**src/common/pcp_pkg.sv**
```systemverilog
// Shared constants and types for the four-pin general-purpose port
package pcp_pkg;

    localparam int          PCP_NPINS       = 4;
    localparam int          PCP_REG_W       = 4;
    localparam int          PCP_APB_AW      = 12;
    localparam int          PCP_APB_DW      = 32;

    // Register indices; byte address is four times the index
    localparam logic [7:0]  PCP_IDX_MODE_LO = 8'h33;
    localparam logic [7:0]  PCP_IDX_MODE_HI = 8'h34;
    localparam logic [7:0]  PCP_IDX_DIR     = 8'h35;
    localparam logic [7:0]  PCP_IDX_DATA    = 8'h36;
    localparam logic [7:0]  PCP_IDX_LEVEL   = 8'h37;

    // Reset values
    localparam logic [3:0]  PCP_RST_MODE_LO = 4'h0;
    localparam logic [3:0]  PCP_RST_MODE_HI = 4'h0;
    localparam logic [3:0]  PCP_RST_DIR     = 4'h0;
    localparam logic [3:0]  PCP_RST_DATA    = 4'h0;

    // Mode field positions inside a mode register
    localparam int          PCP_FLD_EVEN    = 0;
    localparam int          PCP_FLD_ODD     = 2;

    // Direction bit encoding
    localparam logic        PCP_DIR_IN      = 1'b0;
    localparam logic        PCP_DIR_OUT     = 1'b1;

    // Mode field codes
    localparam logic [1:0]  PCP_IN_PULLDN   = 2'h0;
    localparam logic [1:0]  PCP_IN_PULLUP   = 2'h2;
    localparam logic [1:0]  PCP_OUT_CMOS    = 2'h0;
    localparam logic [1:0]  PCP_OUT_NDRAIN  = 2'h1;
    localparam logic [1:0]  PCP_OUT_PDRAIN  = 2'h2;
    localparam logic [1:0]  PCP_OUT_HIZ     = 2'h3;

    typedef enum logic [6:0] {
        PCP_DRV_IN_PD   = 7'h01,
        PCP_DRV_IN_PU   = 7'h02,
        PCP_DRV_IN_HIZ  = 7'h04,
        PCP_DRV_OUT_PP  = 7'h08,
        PCP_DRV_OUT_ND  = 7'h10,
        PCP_DRV_OUT_PD  = 7'h20,
        PCP_DRV_OUT_HIZ = 7'h40
    } pcp_drive_e;

endpackage : pcp_pkg

```
**src/common/pcp_pad_if.sv**
```systemverilog
// Pad configuration in, pad controls out, between port core and decoder
`timescale 1ns/1ns
interface pcp_pad_if #(parameter int N = 4);
    logic [N-1:0]   dir;
    logic [N-1:0]   data;
    logic [2*N-1:0] mode;
    logic [N-1:0]   out;
    logic [N-1:0]   oe;
    logic [N-1:0]   pu;
    logic [N-1:0]   pd;

    modport cfg (output dir, output data, output mode,
                 input out, input oe, input pu, input pd);
    modport pad (input dir, input data, input mode,
                 output out, output oe, output pu, output pd);
endinterface : pcp_pad_if

```
**src/pcp_pad_ctrl.sv**
```systemverilog
// Per-pin pad control decode from direction and mode field
`timescale 1ns/1ns
module pcp_pad_ctrl
    import pcp_pkg::*;
#(
    parameter int N = PCP_NPINS
) (
    pcp_pad_if.pad pads
);
    function automatic pcp_drive_e classify(input logic       dir,
                                            input logic [1:0] md);
        pcp_drive_e k;
        k = PCP_DRV_IN_HIZ;
        if (dir == PCP_DIR_OUT) begin
            case (md)
                PCP_OUT_CMOS:   k = PCP_DRV_OUT_PP;
                PCP_OUT_NDRAIN: k = PCP_DRV_OUT_ND;
                PCP_OUT_PDRAIN: k = PCP_DRV_OUT_PD;
                default:        k = PCP_DRV_OUT_HIZ;
            endcase
        end else if (md[0]) begin
            k = PCP_DRV_IN_HIZ;
        end else if (md == PCP_IN_PULLUP) begin
            k = PCP_DRV_IN_PU;
        end else begin
            k = PCP_DRV_IN_PD;
        end
        return k;
    endfunction : classify

    always_comb begin
        pads.out = '0;
        pads.oe  = '0;
        pads.pu  = '0;
        pads.pd  = '0;
        for (int i = 0; i < N; i++) begin
            case (classify(pads.dir[i], pads.mode[2*i +: 2]))
                PCP_DRV_IN_PD:   pads.pd[i] = 1'b1;
                PCP_DRV_IN_PU:   pads.pu[i] = 1'b1;
                PCP_DRV_IN_HIZ:  pads.oe[i] = 1'b0;
                PCP_DRV_OUT_PP: begin
                    pads.oe[i]  = 1'b1;
                    pads.out[i] = pads.data[i];
                end
                // Drain modes drive only their one active level
                PCP_DRV_OUT_ND: begin
                    pads.oe[i]  = ~pads.data[i];
                    pads.out[i] = 1'b0;
                end
                PCP_DRV_OUT_PD: begin
                    pads.oe[i]  = pads.data[i];
                    pads.out[i] = 1'b1;
                end
                PCP_DRV_OUT_HIZ: pads.oe[i] = 1'b0;
                default:         pads.oe[i] = 1'b0;
            endcase
        end
    end
endmodule : pcp_pad_ctrl

```
**src/pcp_port.sv**
```systemverilog
// Four-pin general-purpose port with APB register access
//
// Functional notes
// - Output pins in CMOS mode drive their stored output data bit.
// - Data reads of output pins return the stored bit.
// - Data reads of input pins return the pin level.
// - Reset clears the output data register.
// - Pins change at the clock edge that completes the data write.
// - Each pin has its own direction bit.
// - Direction 0 means input, 1 means output.
// - Reset clears every direction bit, all pins input.
// - Input: 00 pull-down, 10 pull-up, low bit 1 high impedance.
// - Output: 00 CMOS, 01 N drain, 10 P drain, 11 high impedance.
// - Reset clears both mode registers.
// - Low mode register: pin 1 in bits 3:2, pin 0 in 1:0.
// - High mode register: pin 3 in bits 3:2, pin 2 in 1:0.
`timescale 1ns/1ns
module pcp_port
    import pcp_pkg::*;
#(
    parameter int N = PCP_NPINS
) (
    input  wire logic                  pclk,
    input  wire logic                  presetn,
    input  wire logic                  psel,
    input  wire logic                  penable,
    input  wire logic                  pwrite,
    input  wire logic [PCP_APB_AW-1:0] paddr,
    input  wire logic [PCP_APB_DW-1:0] pwdata,
    input  wire logic [3:0]            pstrb,
    output logic      [PCP_APB_DW-1:0] prdata,
    output logic                       pready,
    output logic                       pslverr,
    input  wire logic [N-1:0]          pin_in,
    output logic      [N-1:0]          pin_out,
    output logic      [N-1:0]          pin_oe,
    output logic      [N-1:0]          pin_pull_up,
    output logic      [N-1:0]          pin_pull_down
);

    typedef enum logic [5:0] {
        PCP_SEL_NONE    = 6'h01,
        PCP_SEL_MODE_LO = 6'h02,
        PCP_SEL_MODE_HI = 6'h04,
        PCP_SEL_DIR     = 6'h08,
        PCP_SEL_DATA    = 6'h10,
        PCP_SEL_LEVEL   = 6'h20
    } pcp_sel_e;

    typedef struct packed {
        logic [PCP_REG_W-1:0]  mode_lo;
        logic [PCP_REG_W-1:0]  mode_hi;
        logic [N-1:0]          dir;
        logic [N-1:0]          data;
        logic [PCP_APB_DW-1:0] rdata;
        logic                  slverr;
        logic [N-1:0]          out;
        logic [N-1:0]          oe;
        logic [N-1:0]          pu;
        logic [N-1:0]          pd;
    } pcp_port_s;

    pcp_port_s    st;
    pcp_port_s    next_st;
    logic [N-1:0] pin_level;
    pcp_sel_e     sel;
    logic         setup_phase;
    logic         write_commit;

    pcp_pad_if #(.N(N)) pads ();

    pcp_sync #(
        .WIDTH (N)
    ) u_sync (
        .clk   (pclk),
        .rst_n (presetn),
        .d     (pin_in),
        .q     (pin_level)
    );

    pcp_pad_ctrl #(
        .N     (N)
    ) u_pad (
        .pads  (pads.pad)
    );

    function automatic logic [PCP_APB_AW-1:0] byte_addr(
        input logic [7:0] idx);
        return {{(PCP_APB_AW-10){1'b0}}, idx, 2'b00};
    endfunction : byte_addr

    function automatic pcp_sel_e decode(
        input logic [PCP_APB_AW-1:0] a);
        pcp_sel_e s;
        s = PCP_SEL_NONE;
        if (a == byte_addr(PCP_IDX_MODE_LO)) begin
            s = PCP_SEL_MODE_LO;
        end else if (a == byte_addr(PCP_IDX_MODE_HI)) begin
            s = PCP_SEL_MODE_HI;
        end else if (a == byte_addr(PCP_IDX_DIR)) begin
            s = PCP_SEL_DIR;
        end else if (a == byte_addr(PCP_IDX_DATA)) begin
            s = PCP_SEL_DATA;
        end else if (a == byte_addr(PCP_IDX_LEVEL)) begin
            s = PCP_SEL_LEVEL;
        end
        return s;
    endfunction : decode

    // Per-bit mux between stored data and pin level
    function automatic logic [N-1:0] data_view(input logic [N-1:0] d,
                                               input logic [N-1:0] dr,
                                               input logic [N-1:0] lv);
        logic [N-1:0] v;
        v = '0;
        for (int i = 0; i < N; i++) begin
            v[i] = (dr[i] == PCP_DIR_OUT) ? d[i] : lv[i];
        end
        return v;
    endfunction : data_view

    function automatic logic [PCP_APB_DW-1:0] widen(
        input logic [PCP_REG_W-1:0] v);
        return {{(PCP_APB_DW-PCP_REG_W){1'b0}}, v};
    endfunction : widen

    assign sel          = decode(paddr);
    assign setup_phase  = psel & ~penable;
    // Zero wait states, so every access phase completes
    assign write_commit = psel & penable & pwrite & pstrb[0];

    always_comb begin
        next_st = st;

        // Read data is captured in setup and held through access
        if (setup_phase) begin
            next_st.slverr = 1'b0;
            next_st.rdata  = '0;
            case (sel)
                PCP_SEL_MODE_LO: next_st.rdata = widen(st.mode_lo);
                PCP_SEL_MODE_HI: next_st.rdata = widen(st.mode_hi);
                PCP_SEL_DIR:     next_st.rdata = widen(st.dir);
                PCP_SEL_DATA: begin
                    next_st.rdata = widen(data_view(st.data, st.dir,
                                                    pin_level));
                end
                PCP_SEL_LEVEL: begin
                    next_st.rdata  = widen(pin_level);
                    next_st.slverr = pwrite;
                end
                PCP_SEL_NONE:    next_st.slverr = 1'b1;
                default:         next_st.slverr = 1'b1;
            endcase
        end

        // Writes land at the completing edge only
        if (write_commit) begin
            case (sel)
                PCP_SEL_MODE_LO: begin
                    next_st.mode_lo = pwdata[PCP_REG_W-1:0];
                end
                PCP_SEL_MODE_HI: begin
                    next_st.mode_hi = pwdata[PCP_REG_W-1:0];
                end
                PCP_SEL_DIR: begin
                    next_st.dir = pwdata[N-1:0];
                end
                PCP_SEL_DATA: begin
                    // Written even for input pins, seen once output
                    next_st.data = pwdata[N-1:0];
                end
                PCP_SEL_LEVEL:   next_st.data = st.data;
                PCP_SEL_NONE:    next_st.data = st.data;
                default:         next_st.data = st.data;
            endcase
        end

        // Pad controls follow the new register values in the same
        // edge, so pins move on the write's completing edge
        next_st.out = pads.out;
        next_st.oe  = pads.oe;
        next_st.pu  = pads.pu;
        next_st.pd  = pads.pd;
    end

    // Decoder sees next values; avoids an extra cycle of pin lag
    assign pads.dir  = next_st.dir;
    assign pads.data = next_st.data;
    assign pads.mode = {next_st.mode_hi[PCP_FLD_ODD  +: 2],
                        next_st.mode_hi[PCP_FLD_EVEN +: 2],
                        next_st.mode_lo[PCP_FLD_ODD  +: 2],
                        next_st.mode_lo[PCP_FLD_EVEN +: 2]};

    always_ff @(posedge pclk or negedge presetn) begin
        if (!presetn) begin
            st.mode_lo <= PCP_RST_MODE_LO;
            st.mode_hi <= PCP_RST_MODE_HI;
            st.dir     <= PCP_RST_DIR;
            st.data    <= PCP_RST_DATA;
            st.rdata   <= '0;
            st.slverr  <= 1'b0;
            st.out     <= '0;
            st.oe      <= '0;
            st.pu      <= '0;
            // Reset state is pull-down input on every pin
            st.pd      <= '1;
        end else begin
            st <= next_st;
        end
    end

    assign prdata        = st.rdata;
    assign pready        = 1'b1;
    assign pslverr       = st.slverr & psel & penable;
    assign pin_out       = st.out;
    assign pin_oe        = st.oe;
    assign pin_pull_up   = st.pu;
    assign pin_pull_down = st.pd;

endmodule : pcp_port

```
**src/pcp_sync.sv**
```systemverilog
// Two-flop synchroniser for the pin inputs
`timescale 1ns/1ns
module pcp_sync
    import pcp_pkg::*;
#(
    parameter int WIDTH = 4
) (
    input  wire logic             clk,
    input  wire logic             rst_n,
    input  wire logic [WIDTH-1:0] d,
    output logic      [WIDTH-1:0] q
);
    typedef struct packed {
        logic [WIDTH-1:0] meta;
        logic [WIDTH-1:0] sync;
    } pcp_sync_s;

    pcp_sync_s st;
    pcp_sync_s next_st;

    // First stage feeds only the second stage
    always_comb begin
        next_st      = st;
        next_st.meta = d;
        next_st.sync = st.meta;
    end

    always_ff @(posedge clk or negedge rst_n) begin
        if (!rst_n) begin
            st <= '0;
        end else begin
            st <= next_st;
        end
    end

    assign q = st.sync;
endmodule : pcp_sync
```
**config.mk**
```make
export PLATFORM = sky130hd
export DESIGN_NAME = pcp_port
export DESIGN_NICKNAME = d
export VERILOG_FILES = /design/src/common/pcp_pkg.sv /design/src/common/pcp_pad_if.sv /design/src/pcp_pad_ctrl.sv /design/src/pcp_port.sv /design/src/pcp_sync.sv
export SDC_FILE = /design/constraint.sdc
export NUM_CORES = 1
export LEC_CHECK = 0
export ABC_AREA = 1
export BUFFER_PORTS_ARGS = -buffer_cell sky130_fd_sc_hd__buf_4
export CORE_MARGIN = 8
export CORE_UTILIZATION = 43
export CTS_CLUSTER_DIAMETER = 80
export CTS_CLUSTER_SIZE = 30
export DETAILED_ROUTE_END_ITERATION = 10
export HOLD_SLACK_MARGIN = 0.15
export PLACE_DENSITY = 0.81
export SLEW_MARGIN = 15
export SYNTH_ARGS = -nofsm -noshare
export SYNTH_HDL_FRONTEND = slang
export SYNTH_SLANG_ARGS = --single-unit
```
**constraint.sdc**
```tcl
create_clock -name pclk -period 1.54 [get_ports pclk]
set_input_delay 0 -clock pclk [delete_from_list [all_inputs] [get_ports pclk]]
set_output_delay 0 -clock pclk [all_outputs]
set_load 0.1 [all_outputs]
```
# == Yosys cells after proc, flatten, opt, wreduce, memory -nomap -nowiden ==
# Cells that the tools add are included.
# op_classes
n_mux,48
order_cmp,0
n_bitwise,11
shifts,0
eq_ne,38
multipliers,0
div,0
n_reduce_logical,5
add_sub_neg,0
# ops
operator,count
$pmux 7 s3,4
$eq 12x8->1 const B,5
$mux 7,8
$mux 6,5
$eq 7x1->1 const B,4
$eq 7x2->1 const B,4
$eq 7x4->1 const B,4
$eq 7x5->1 const B,4
$eq 7x6->1 const B,4
$pmux 4 s5,1
$mux 16,1
$mux 4,4
$mux 1,12
$pmux 1 s3,4
$pmux 1 s2,5
$eq 2x1->1 const B,4
$eq 2x2->1 const B,4
$logic_not 2->1,4
$mux 2,4
$and 1x1->1,6
$eq 6x2->1 const B,1
$eq 6x3->1 const B,1
$eq 6x4->1 const B,1
$eq 6x5->1 const B,1
3 further kinds,7
# word_totals
regBits,73
input_bits,57
romBits,0
output_inout_bits,50
mem_bits_rw,0
latch_bits,0
memories,0
wordCells,114

# == Longest topological paths before layout ==
# Gate-level depths: netlist (run 1).
# logic_depth
depth_word,15
ltp_mapped,10
ltp_nobuf,10

# == Cells and area by module ==
# A second synthesis (run 1) with hierarchy kept.
# unflattened
hier_cells,279
area_unflattened_um2,2373.5
# by_module_without_submodules
module,cells_per_inst,instances,area_each_um2
pcp_port,231,1,2013.2
pcp_sync,8,1,200.2
pcp_pad_ctrl,40,1,160.2

# == Worst setup path after synthesis (run 1) ==
# Ideal clock, no wire load.
# synth_path
kind,reg2out
startpoint,reg st[16] in the netlist's numbering
endpoint,out pslverr
required_time_ns,1.540
path_stages_with_launch,3
arrival_time_ns,1.614
setup_slack_ns,-0.074
n_path_buf,0
path_cell_list,dfrtp_1 -> inv_1 -> nor2_1
# synth_via
elab_chain_len,2
# synth_rtl
item,line,source
start: declaration,pcp_port.sv:63,pcp_port_s st;
start signal: assignment,pcp_port.sv:208,st <= next_st;
$and 1x1->1 (2 in a row),pcp_port.sv:214,assign pslverr = st.slverr & psel & penable;
end: declaration,pcp_port.sv:33,"output logic pslverr,"
# No other way between the ends.

==> results.json, run 1 <==
{
  "min_path_type": "input port to flip-flop",
  "die-area_sq_mm": 0.00886,
  "cts_buffers": 5,
  "clk_pin_slew_ps": 90,
  "final_common_cell": "nand2_1",
  "crit_buf_inv": 3,
  "htree_levels": 2,
  "finalNonFillerCells": 451,
  "io_buffers": 46,
  "mostFrequentLayoutCells": "nand2_1 (70), buf_4 (55), dfrtp_1 (41), inv_1 (34), nand3_1 (33)",
  "drt_iter0_markers": 145,
  "leakage_nw": 1.65,
  "status": "complete, no violations",
  "dp_cells": 426,
  "overflow": 0,
  "die_y_microns": 94.1,
  "ys_seq_area_share_pct": 43.1,
  "grt_max_degree": 46,
  "endpoint": "pin_oe[1]",
  "std_cell_rows": 28,
  "cp_slowest_cell": "dlygate4sd3_1",
  "fin_area_sq_mm": 0.00311,
  "syn_area_per_cell_sq_um": 8.15,
  "synth_xor_area_share_pct": 0,
  "die_w_microns": 94.1,
  "fp.coreArea_sq_mm": 0.00592,
  "crit_required_ps": 1730,
  "synth_top_family_by_area": "simple AND/OR/NAND/NOR gates",
  "syn-cell-area_sq_mm": 0.00263,
  "grt.busiest_layer": "met2",
  "cp.arrival_ps": 1600,
  "hold_viol": 0,
  "switching_share_pct": 34.7,
  "p_seq_share_pct": 48.7,
  "fin_crit_ps": 1400,
  "crit_fanout": 8,
  "cp.depth": 10,
  "r2r_slack_ps": 440,
  "critPathKind": "input port to flip-flop",
  "seq_area_sq_mm": 0.00113,
  "timing.fmax_mhz": 712,
  "final_antenna_net_count": 0,
  "totalNegativeSetupSlack_ps": 0,
  "startpoint": "pwrite",
  "grt_pass1_vias": 2051,
  "grt_usage_pct": 13.3,
  "wirelength_microns": 5620,
  "dr.pass1.iters": 4,
  "rr_startpoint": "st[53]",
  "avgRoutedWirePerCell_microns": 12.5,
  "drc": 0,
  "met2_usage_pct": 23.7,
  "clk_path_buf_depth": 2,
  "clk_latency_ps": 300,
  "crit_path_max_incr_delay_ps": 530,
  "placed_cell_area_sq_mm": 0.00284,
  "powerDensity_mw_per_mm2": 793,
  "rsz0062_at_grt": "no",
  "synth_compound_gate_area_share_pct": 6.39,
  "viasPerCell": 4.56,
  "grt_use_met1_pct": 14.7,
  "synth_fa_ha_area_share_pct": 0,
  "start_util_pct": 44.3,
  "ioPinCount": 107,
  "synthMuxAreaShare_pct": 0,
  "crit_family": "buffers and inverters",
  "path_cells": "dlygate4sd3_1 -> buf_4 -> nand2_2 -> nor2_4 -> buf_4 -> nand3_4 -> nand2_1 -> o21ai_4 -> nand3_1 -> nand2_1",
  "grt.met3_usage_pct": 4.16,
  "power.switching_mw": 0.857,
  "critPathLaunchType": "input port",
  "tightest_slew_ps": 533,
  "synthCells": 322,
  "setup_viol": 0,
  "yosys.area_share.simple_pct": 30.3,
  "pwr-share-comb_pct": 20.7,
  "grt_pass1_wl_microns": 9470,
  "synthToLayoutAreaGrowth_pct": 18.6,
  "peakVddDrop_mv": 0.450,
  "ys_warn_count": 0,
  "crit_path_end_kind": "flip-flop",
  "drive_above_1_share_pct": 27.1,
  "multiInputGateArea_sq_mm": 0.00109,
  "gp_congestion": 0.883,
  "cts_root_buffer": "clkbuf_8",
  "setup_slack_ps": 135,
  "num_antenna_cells": 0,
  "clock_sinks": 45,
  "clockPowerShare_pct": 30.6,
  "place_ws_ps": 130,
  "r2r_end": "prdata[0]",
  "period_share_pct": 91.2,
  "dr_total_vias": 2056,
  "ys_types": 25,
  "cts_tree": "yes",
  "dp_hpwl_microns": 4360,
  "slew_headroom_pct": 64.5,
  "max_cap_violations": 0,
  "fillers": 570,
  "finalClockSkew_ps": 7.55,
  "slew_violations": 0,
  "antenna_found_initial": 0,
  "nNetsFinal": 432,
  "ys_ff_latch": 45,
  "rr_worst_depth": 6,
  "p_int_mw": 1.61
}
final cells by class:
type,instances,area share [%]
Inverter,37,4.46
Timing Repair Buffer,70,18.0
Sequential cell,45,36.3
Clock inverter,3,0.804
Clock buffer,5,2.21
Tap cell,75,3.01
Multi-Input combinational cell,216,35.2
what timing repair did:
action	CTS	global route
setup buffers	0	4
setup endpoints to repair	0	10
hold buffers	12	0
gates resized for setup	0	7
endpoints found under the hold margin	67	0
worst register-to-register path, stage by stage, from the launching register on:
cell,delay [ps]
dfrtp_1,420
nand2_1,70
o21ai_0,70
nand3_1,80
nand3_1,90
o21ai_0,180
nand2_1,70
flip-flops by register name (all words and copies together), names as in the netlist:
name	cells
pin_pull_down	4
pin_out	4
u_sync.next_st	4
prdata	4
pin_pull_up	4
pin_oe	4
st	17
u_sync.q	4
how the worst min path moves through the flow:
stage,startpoint,end,slack [ps],cells after the start
2_1_floorplan,presetn,pin_oe[0],-300,0
6_report,psel,prdata[2],150,6
3_3_place_gp,presetn,st[16],20,1
4_1_cts,psel,prdata[2],150,6
5_1_grt,psel,prdata[3],210,6
3_5_place_dp,presetn,u_sync.q[3],30,1
cell families after synthesis:
group	count (synthesis)
other cells	2
buf+inv	88
compound gates	23
simple gates	164
flops	45
power groups by stage:
stage	logic, mW	clock network [mW]	registers (mW)
global placement	0.476	0	1.22
global route	0.538	0.831	1.20
CTS	0.504	0.785	1.20
finish	0.511	0.755	1.20
detailed placement	0.479	0	1.23
floorplan	0.439	0	1.22
synth_stat cells:
master | number | area, sq um
buf_4 | 49 | 368
nand3_4 | 2 | 35.0
dfstp_2 | 4 | 105
inv_1 | 34 | 128
buf_6 | 1 | 11.3
a21oi_1 | 1 | 5.00
nand2_2 | 4 | 25.0
buf_2 | 1 | 5.00
nand2_1 | 72 | 270
o21ai_0 | 10 | 50.1
nand3_1 | 33 | 165
nor2_8 | 1 | 20.0
nor2_1 | 27 | 101
o21ai_2 | 2 | 17.5
nor3_1 | 1 | 5.00
nor2_2 | 7 | 43.8
o21ai_4 | 4 | 65.1
o21ai_1 | 6 | 30.0
nand3_2 | 3 | 30.0
inv_2 | 3 | 11.3
dfrtp_1 | 41 | 1030
nor2_4 | 1 | 11.3
conb_1 | 2 | 7.51
nand4_1 | 11 | 68.8
nor3_2 | 2 | 20.0
metal layers:
layer  routed length (microns)  part of all wire (%)
met3                       410                   7.3
met4                        67                   1.2
met1                      2160                    38
met5                         0                     0
met2                      2990                    53
metrics by stage:
step                utilization [%]  power (mW)  hold slack (ps)
finish                         52.6        2.47              149
global route                   52.6        2.57              214
CTS                            51.5        2.49              151
detailed placement             47.9        1.70             32.3
global placement               47.9        1.70             24.2
floorplan                         -        1.66             -296
Power figures use the tool's default switching activity.
==> inputs of run 2 (changes only) <==
Settings changed: PLACE_DENSITY 0.81 to 0.72, RECOVER_POWER from default to 50.
==> results.json, run 2 (synthesis gave the netlist of run 1 again) <==
{
  "nNetsFinal": 430,
  "slew_headroom_pct": 29.0,
  "powerDensity_mw_per_mm2": 779,
  "final_common_cell": "nand2_1",
  "hold_viol": 0,
  "cp.arrival_ps": 1690,
  "final_antenna_net_count": 0,
  "grt_pass1_wl_microns": 9330,
  "slew_violations": 0,
  "cts_root_buffer": "clkbuf_8",
  "grt_pass1_vias": 2016,
  "clock_sinks": 45,
  "drive_above_1_share_pct": 26.2,
  "mostFrequentLayoutCells": "nand2_1 (71), buf_4 (50), dfrtp_1 (41), inv_1 (34), nand3_1 (33)",
  "top_register": "st",
  "crit_required_ps": 1780,
  "leakage_nw": 1.63,
  "fp.coreArea_sq_mm": 0.00592,
  "grt_use_met1_pct": 15.2,
  "die-area_sq_mm": 0.00886,
  "met2_usage_pct": 22.7,
  "totalNegativeSetupSlack_ps": 0,
  "cts_buffers": 5,
  "clk_path_buf_depth": 2,
  "switching_share_pct": 33.4,
  "fillers": 607,
  "tightest_slew_ps": 1060,
  "clockPowerShare_pct": 28.6,
  "timing.fmax_mhz": 688,
  "viasPerCell": 4.57,
  "critPathLaunchType": "input port",
  "multiInputGateArea_sq_mm": 0.00109,
  "fin_area_sq_mm": 0.00307,
  "antenna_found_initial": 0,
  "wirelength_microns": 5720,
  "gp_congestion": 0.862,
  "std_cell_rows": 28,
  "dp_hpwl_microns": 4470,
  "grt_max_degree": 46,
  "htree_levels": 2,
  "drc": 0,
  "total_power_mw": 2.40,
  "synthToLayoutAreaGrowth_pct": 17.1,
  "clk_pin_slew_ps": 80,
  "p_int_mw": 1.59,
  "pwr-share-comb_pct": 21.2,
  "crit_fanout": 5,
  "grt.met3_usage_pct": 4.56,
  "largest_reg_flops": 17,
  "placed_cell_area_sq_mm": 0.00284,
  "dr_total_vias": 2052,
  "die_w_microns": 94.1,
  "critPathKind": "input port to flip-flop",
  "power.switching_mw": 0.801,
  "overflow": 0,
  "grt.busiest_layer": "met2",
  "num_antenna_cells": 0,
  "ioPinCount": 107,
  "max_cap_violations": 0,
  "status": "complete, no violations",
  "start_util_pct": 44.3,
  "rsz0062_at_grt": "no",
  "finalClockSkew_ps": 7.58,
  "peakVddDrop_mv": 0.379,
  "min_path_type": "input port to flip-flop",
  "clk_latency_ps": 300,
  "period_share_pct": 94.4,
  "seq_area_sq_mm": 0.00113,
  "fin_crit_ps": 1450,
  "crit_path_end_kind": "flip-flop",
  "drt_iter0_markers": 77,
  "dr.pass1.iters": 4,
  "avgRoutedWirePerCell_microns": 12.7,
  "setup_viol": 0,
  "cts_tree": "yes",
  "die_y_microns": 94.1,
  "io_buffers": 46,
  "grt_usage_pct": 13.2,
  "p_seq_share_pct": 50.2
}
==> run 2: metal layers <==
metal / part of all wire (%) / wire, microns
met1: 43 / 2460
met3: 7.6 / 434
met5: 0 / 0
met4: 1.0 / 57
met2: 48 / 2760
==> run 2: final timing paths <==
check	start	to	slack, ps	cells after the start
setup reg to reg	st[53]	prdata[0]	420	6
max in group asynchronous	presetn	u_sync.q[0]	470	2
min in group asynchronous	presetn	pin_pull_up[1]	420	2
setup / recovery	penable	prdata[0]	90	6
hold / removal	psel	prdata[2]	170	6
hold reg to reg	u_sync.next_st[1]	u_sync.q[1]	350	0
==> run 2: cell type report <==
class	count	area share (%)
Tap cell	75	3.05
Clock inverter	2	0.326
Inverter	37	4.52
Multi-Input combinational cell	216	35.5
Clock buffer	6	2.36
Sequential cell	45	36.8
Timing Repair Buffer	68	17.4
==> run 2: worst max-delay path, stage by stage <==
cell           delay (ps)
dlygate4sd3_1         530
buf_4                 130
nor2_1                150
dlygate4sd3_1         660
o21ai_0               140
nand2_1                70
==> run 2: what timing repair did <==
action | in CTS | in global routing
endpoints found under the setup margin | 0 | 14
endpoints found under the hold margin | 67 | 0
hold buffers | 12 | 0
resized for setup | 0 | 4
setup buffers | 0 | 3
==> run 2: metrics by stage <==
stage / util, % / instances / hold slack, ps / setup slack, ps
global placement: 47.9 / 426 / 27.6 / 192
detailed placement: 47.9 / 426 / 25.8 / 180
global route: 51.9 / 449 / 187 / 3.70
CTS: 51.3 / 446 / 151 / 46.1
finish: 51.9 / 449 / 168 / 85.6
floorplan: - / 349 / -296 / 378
==> run 2: power groups by stage <==
| stage | Sequential (mW) | Clock, mW | Combinational, mW |
|---|---|---|---|
| 4_1_cts | 1.20 | 0.721 | 0.505 |
| 3_5_place_dp | 1.23 | 0 | 0.481 |
| 3_3_place_gp | 1.22 | 0 | 0.479 |
| 5_1_grt | 1.20 | 0.770 | 0.536 |
| 2_1_floorplan | 1.22 | 0 | 0.439 |
| 6_report | 1.20 | 0.685 | 0.508 |
==> inputs of run 3 (changes only) <==
Settings changed: CORE_MARGIN 8 to 1, RECOVER_POWER 50 to default.
==> results.json, run 3 (synthesis gave the netlist of run 1 again) <==
{
  "synthToLayoutAreaGrowth_pct": 19.3,
  "gp_congestion": 0.938,
  "crit_fanout": 8,
  "slew_violations": 0,
  "die-area_sq_mm": 0.00642,
  "std_cell_rows": 28,
  "max_cap_violations": 0,
  "hold_viol": 0,
  "powerDensity_mw_per_mm2": 838,
  "clk_latency_ps": 300,
  "cts_root_buffer": "clkbuf_8",
  "top_register": "st",
  "clk_pin_slew_ps": 80,
  "grt_max_degree": 46,
  "min_path_type": "input port to async pin",
  "total_power_mw": 2.62,
  "die_y_microns": 80.1,
  "grt_pass1_vias": 1832,
  "drt_iter0_markers": 93,
  "status": "complete, no violations",
  "critPathKind": "input port to flip-flop",
  "clock_sinks": 45,
  "grt_pass1_wl_microns": 8330,
  "final_antenna_net_count": 0,
  "ioPinCount": 107,
  "final_common_cell": "nand2_1",
  "overflow": 0,
  "tightest_slew_ps": 545,
  "dr.pass1.iters": 4,
  "num_antenna_cells": 0,
  "r2r_end": "prdata[1]",
  "timing.fmax_mhz": 687,
  "leakage_nw": 1.65,
  "antenna_found_initial": 0,
  "crit_path_end_kind": "flip-flop",
  "dr_total_vias": 2041,
  "dp_hpwl_microns": 3730,
  "clk_path_buf_depth": 2,
  "cp.arrival_ps": 1690,
  "drive_above_1_share_pct": 25.7,
  "peakVddDrop_mv": 0.515,
  "htree_levels": 2,
  "nNetsFinal": 429,
  "setup_viol": 0,
  "die_w_microns": 80.1,
  "drc": 0,
  "cts_buffers": 5,
  "rr_startpoint": "st[54]",
  "crit_required_ps": 1770,
  "critPathLaunchType": "input port",
  "cts_tree": "yes",
  "wirelength_microns": 5010,
  "fin_crit_ps": 1460,
  "hold_ws_ps": 229,
  "finalClockSkew_ps": 9.97,
  "avgRoutedWirePerCell_microns": 11.2,
  "fp.coreArea_sq_mm": 0.00592,
  "start_util_pct": 44.3,
  "slew_headroom_pct": 63.6,
  "largest_reg_flops": 17,
  "io_buffers": 46,
  "rr_worst_depth": 8,
  "grt_usage_pct": 17.2,
  "r2r_slack_ps": 450,
  "period_share_pct": 94.5,
  "mostFrequentLayoutCells": "nand2_1 (71), buf_4 (52), dfrtp_1 (41), inv_1 (34), nand3_1 (33)",
  "viasPerCell": 4.56
}
run 3: worst max-delay path, stage by stage:
cell and delay [ps]:
dlygate4sd3_1 530, buf_4 110, nand2_1 80, nor2_4 220, buf_12 140, nand3_4 160, o21ai_4 270, nand3_1 100
nand2_1 80
run 3: what timing repair did:
| item | CTS | global route |
|---|---|---|
| endpoints found under the hold margin | 68 | 0 |
| hold buffers | 13 | 0 |
| setup buffers | 0 | 2 |
| gates resized for setup | 0 | 7 |
| endpoints found under the setup margin | 0 | 17 |
run 3: final cells by class:
cell class | count | area [sq um]
fillers | 571 | 2790
inverters | 37 | 139
well taps | 75 | 93.8
flip-flops and latches | 45 | 1130
clock buffers | 7 | 86.3
multi-input cells | 216 | 1100
repair buffers | 67 | 552
clock inverters | 1 | 30.0
run 3: report_power, final:
part           internal [mW]  switching [mW]  total (mW)
Clock                  0.529           0.384       0.913
Combinational         0.0889           0.421       0.510
Sequential              1.20         0.00609        1.20
run 3: per-layer routing:
| layer | share of wire, % | routed length, microns | track usage [%] |
|---|---|---|---|
| met3 | 5.6 | 279 | 3.18 |
| met4 | 1.3 | 65 | 5.89 |
| met1 | 46 | 2280 | 23.1 |
| met5 | 0 | 0 | 0 |
| met2 | 48 | 2380 | 27.9 |
run 3: worst max-delay path by stage:
stage,start,end,cells past startpoint
after floorplan,st[16],pslverr,2
after global placement,paddr[11],pin_oe[0],9
after detailed placement,paddr[11],pin_oe[0],9
after CTS,psel,pin_oe[0],10
after global routing,psel,pin_oe[0],9
final,pwrite,pin_oe[0],9
run 3: metrics by stage:
step                TNS (ps)  utilization [%]  setup slack [ps]  std cells  area, sq um
CTS                        0             51.9              35.4        446         3080
floorplan                  0                -               378        349         2730
detailed placement         0             47.8               192        425         2830
finish                     0             52.9              84.0        448         3130
global route           -1.46             52.9             -1.46        448         3130
global placement           0             47.8               197        425         2830
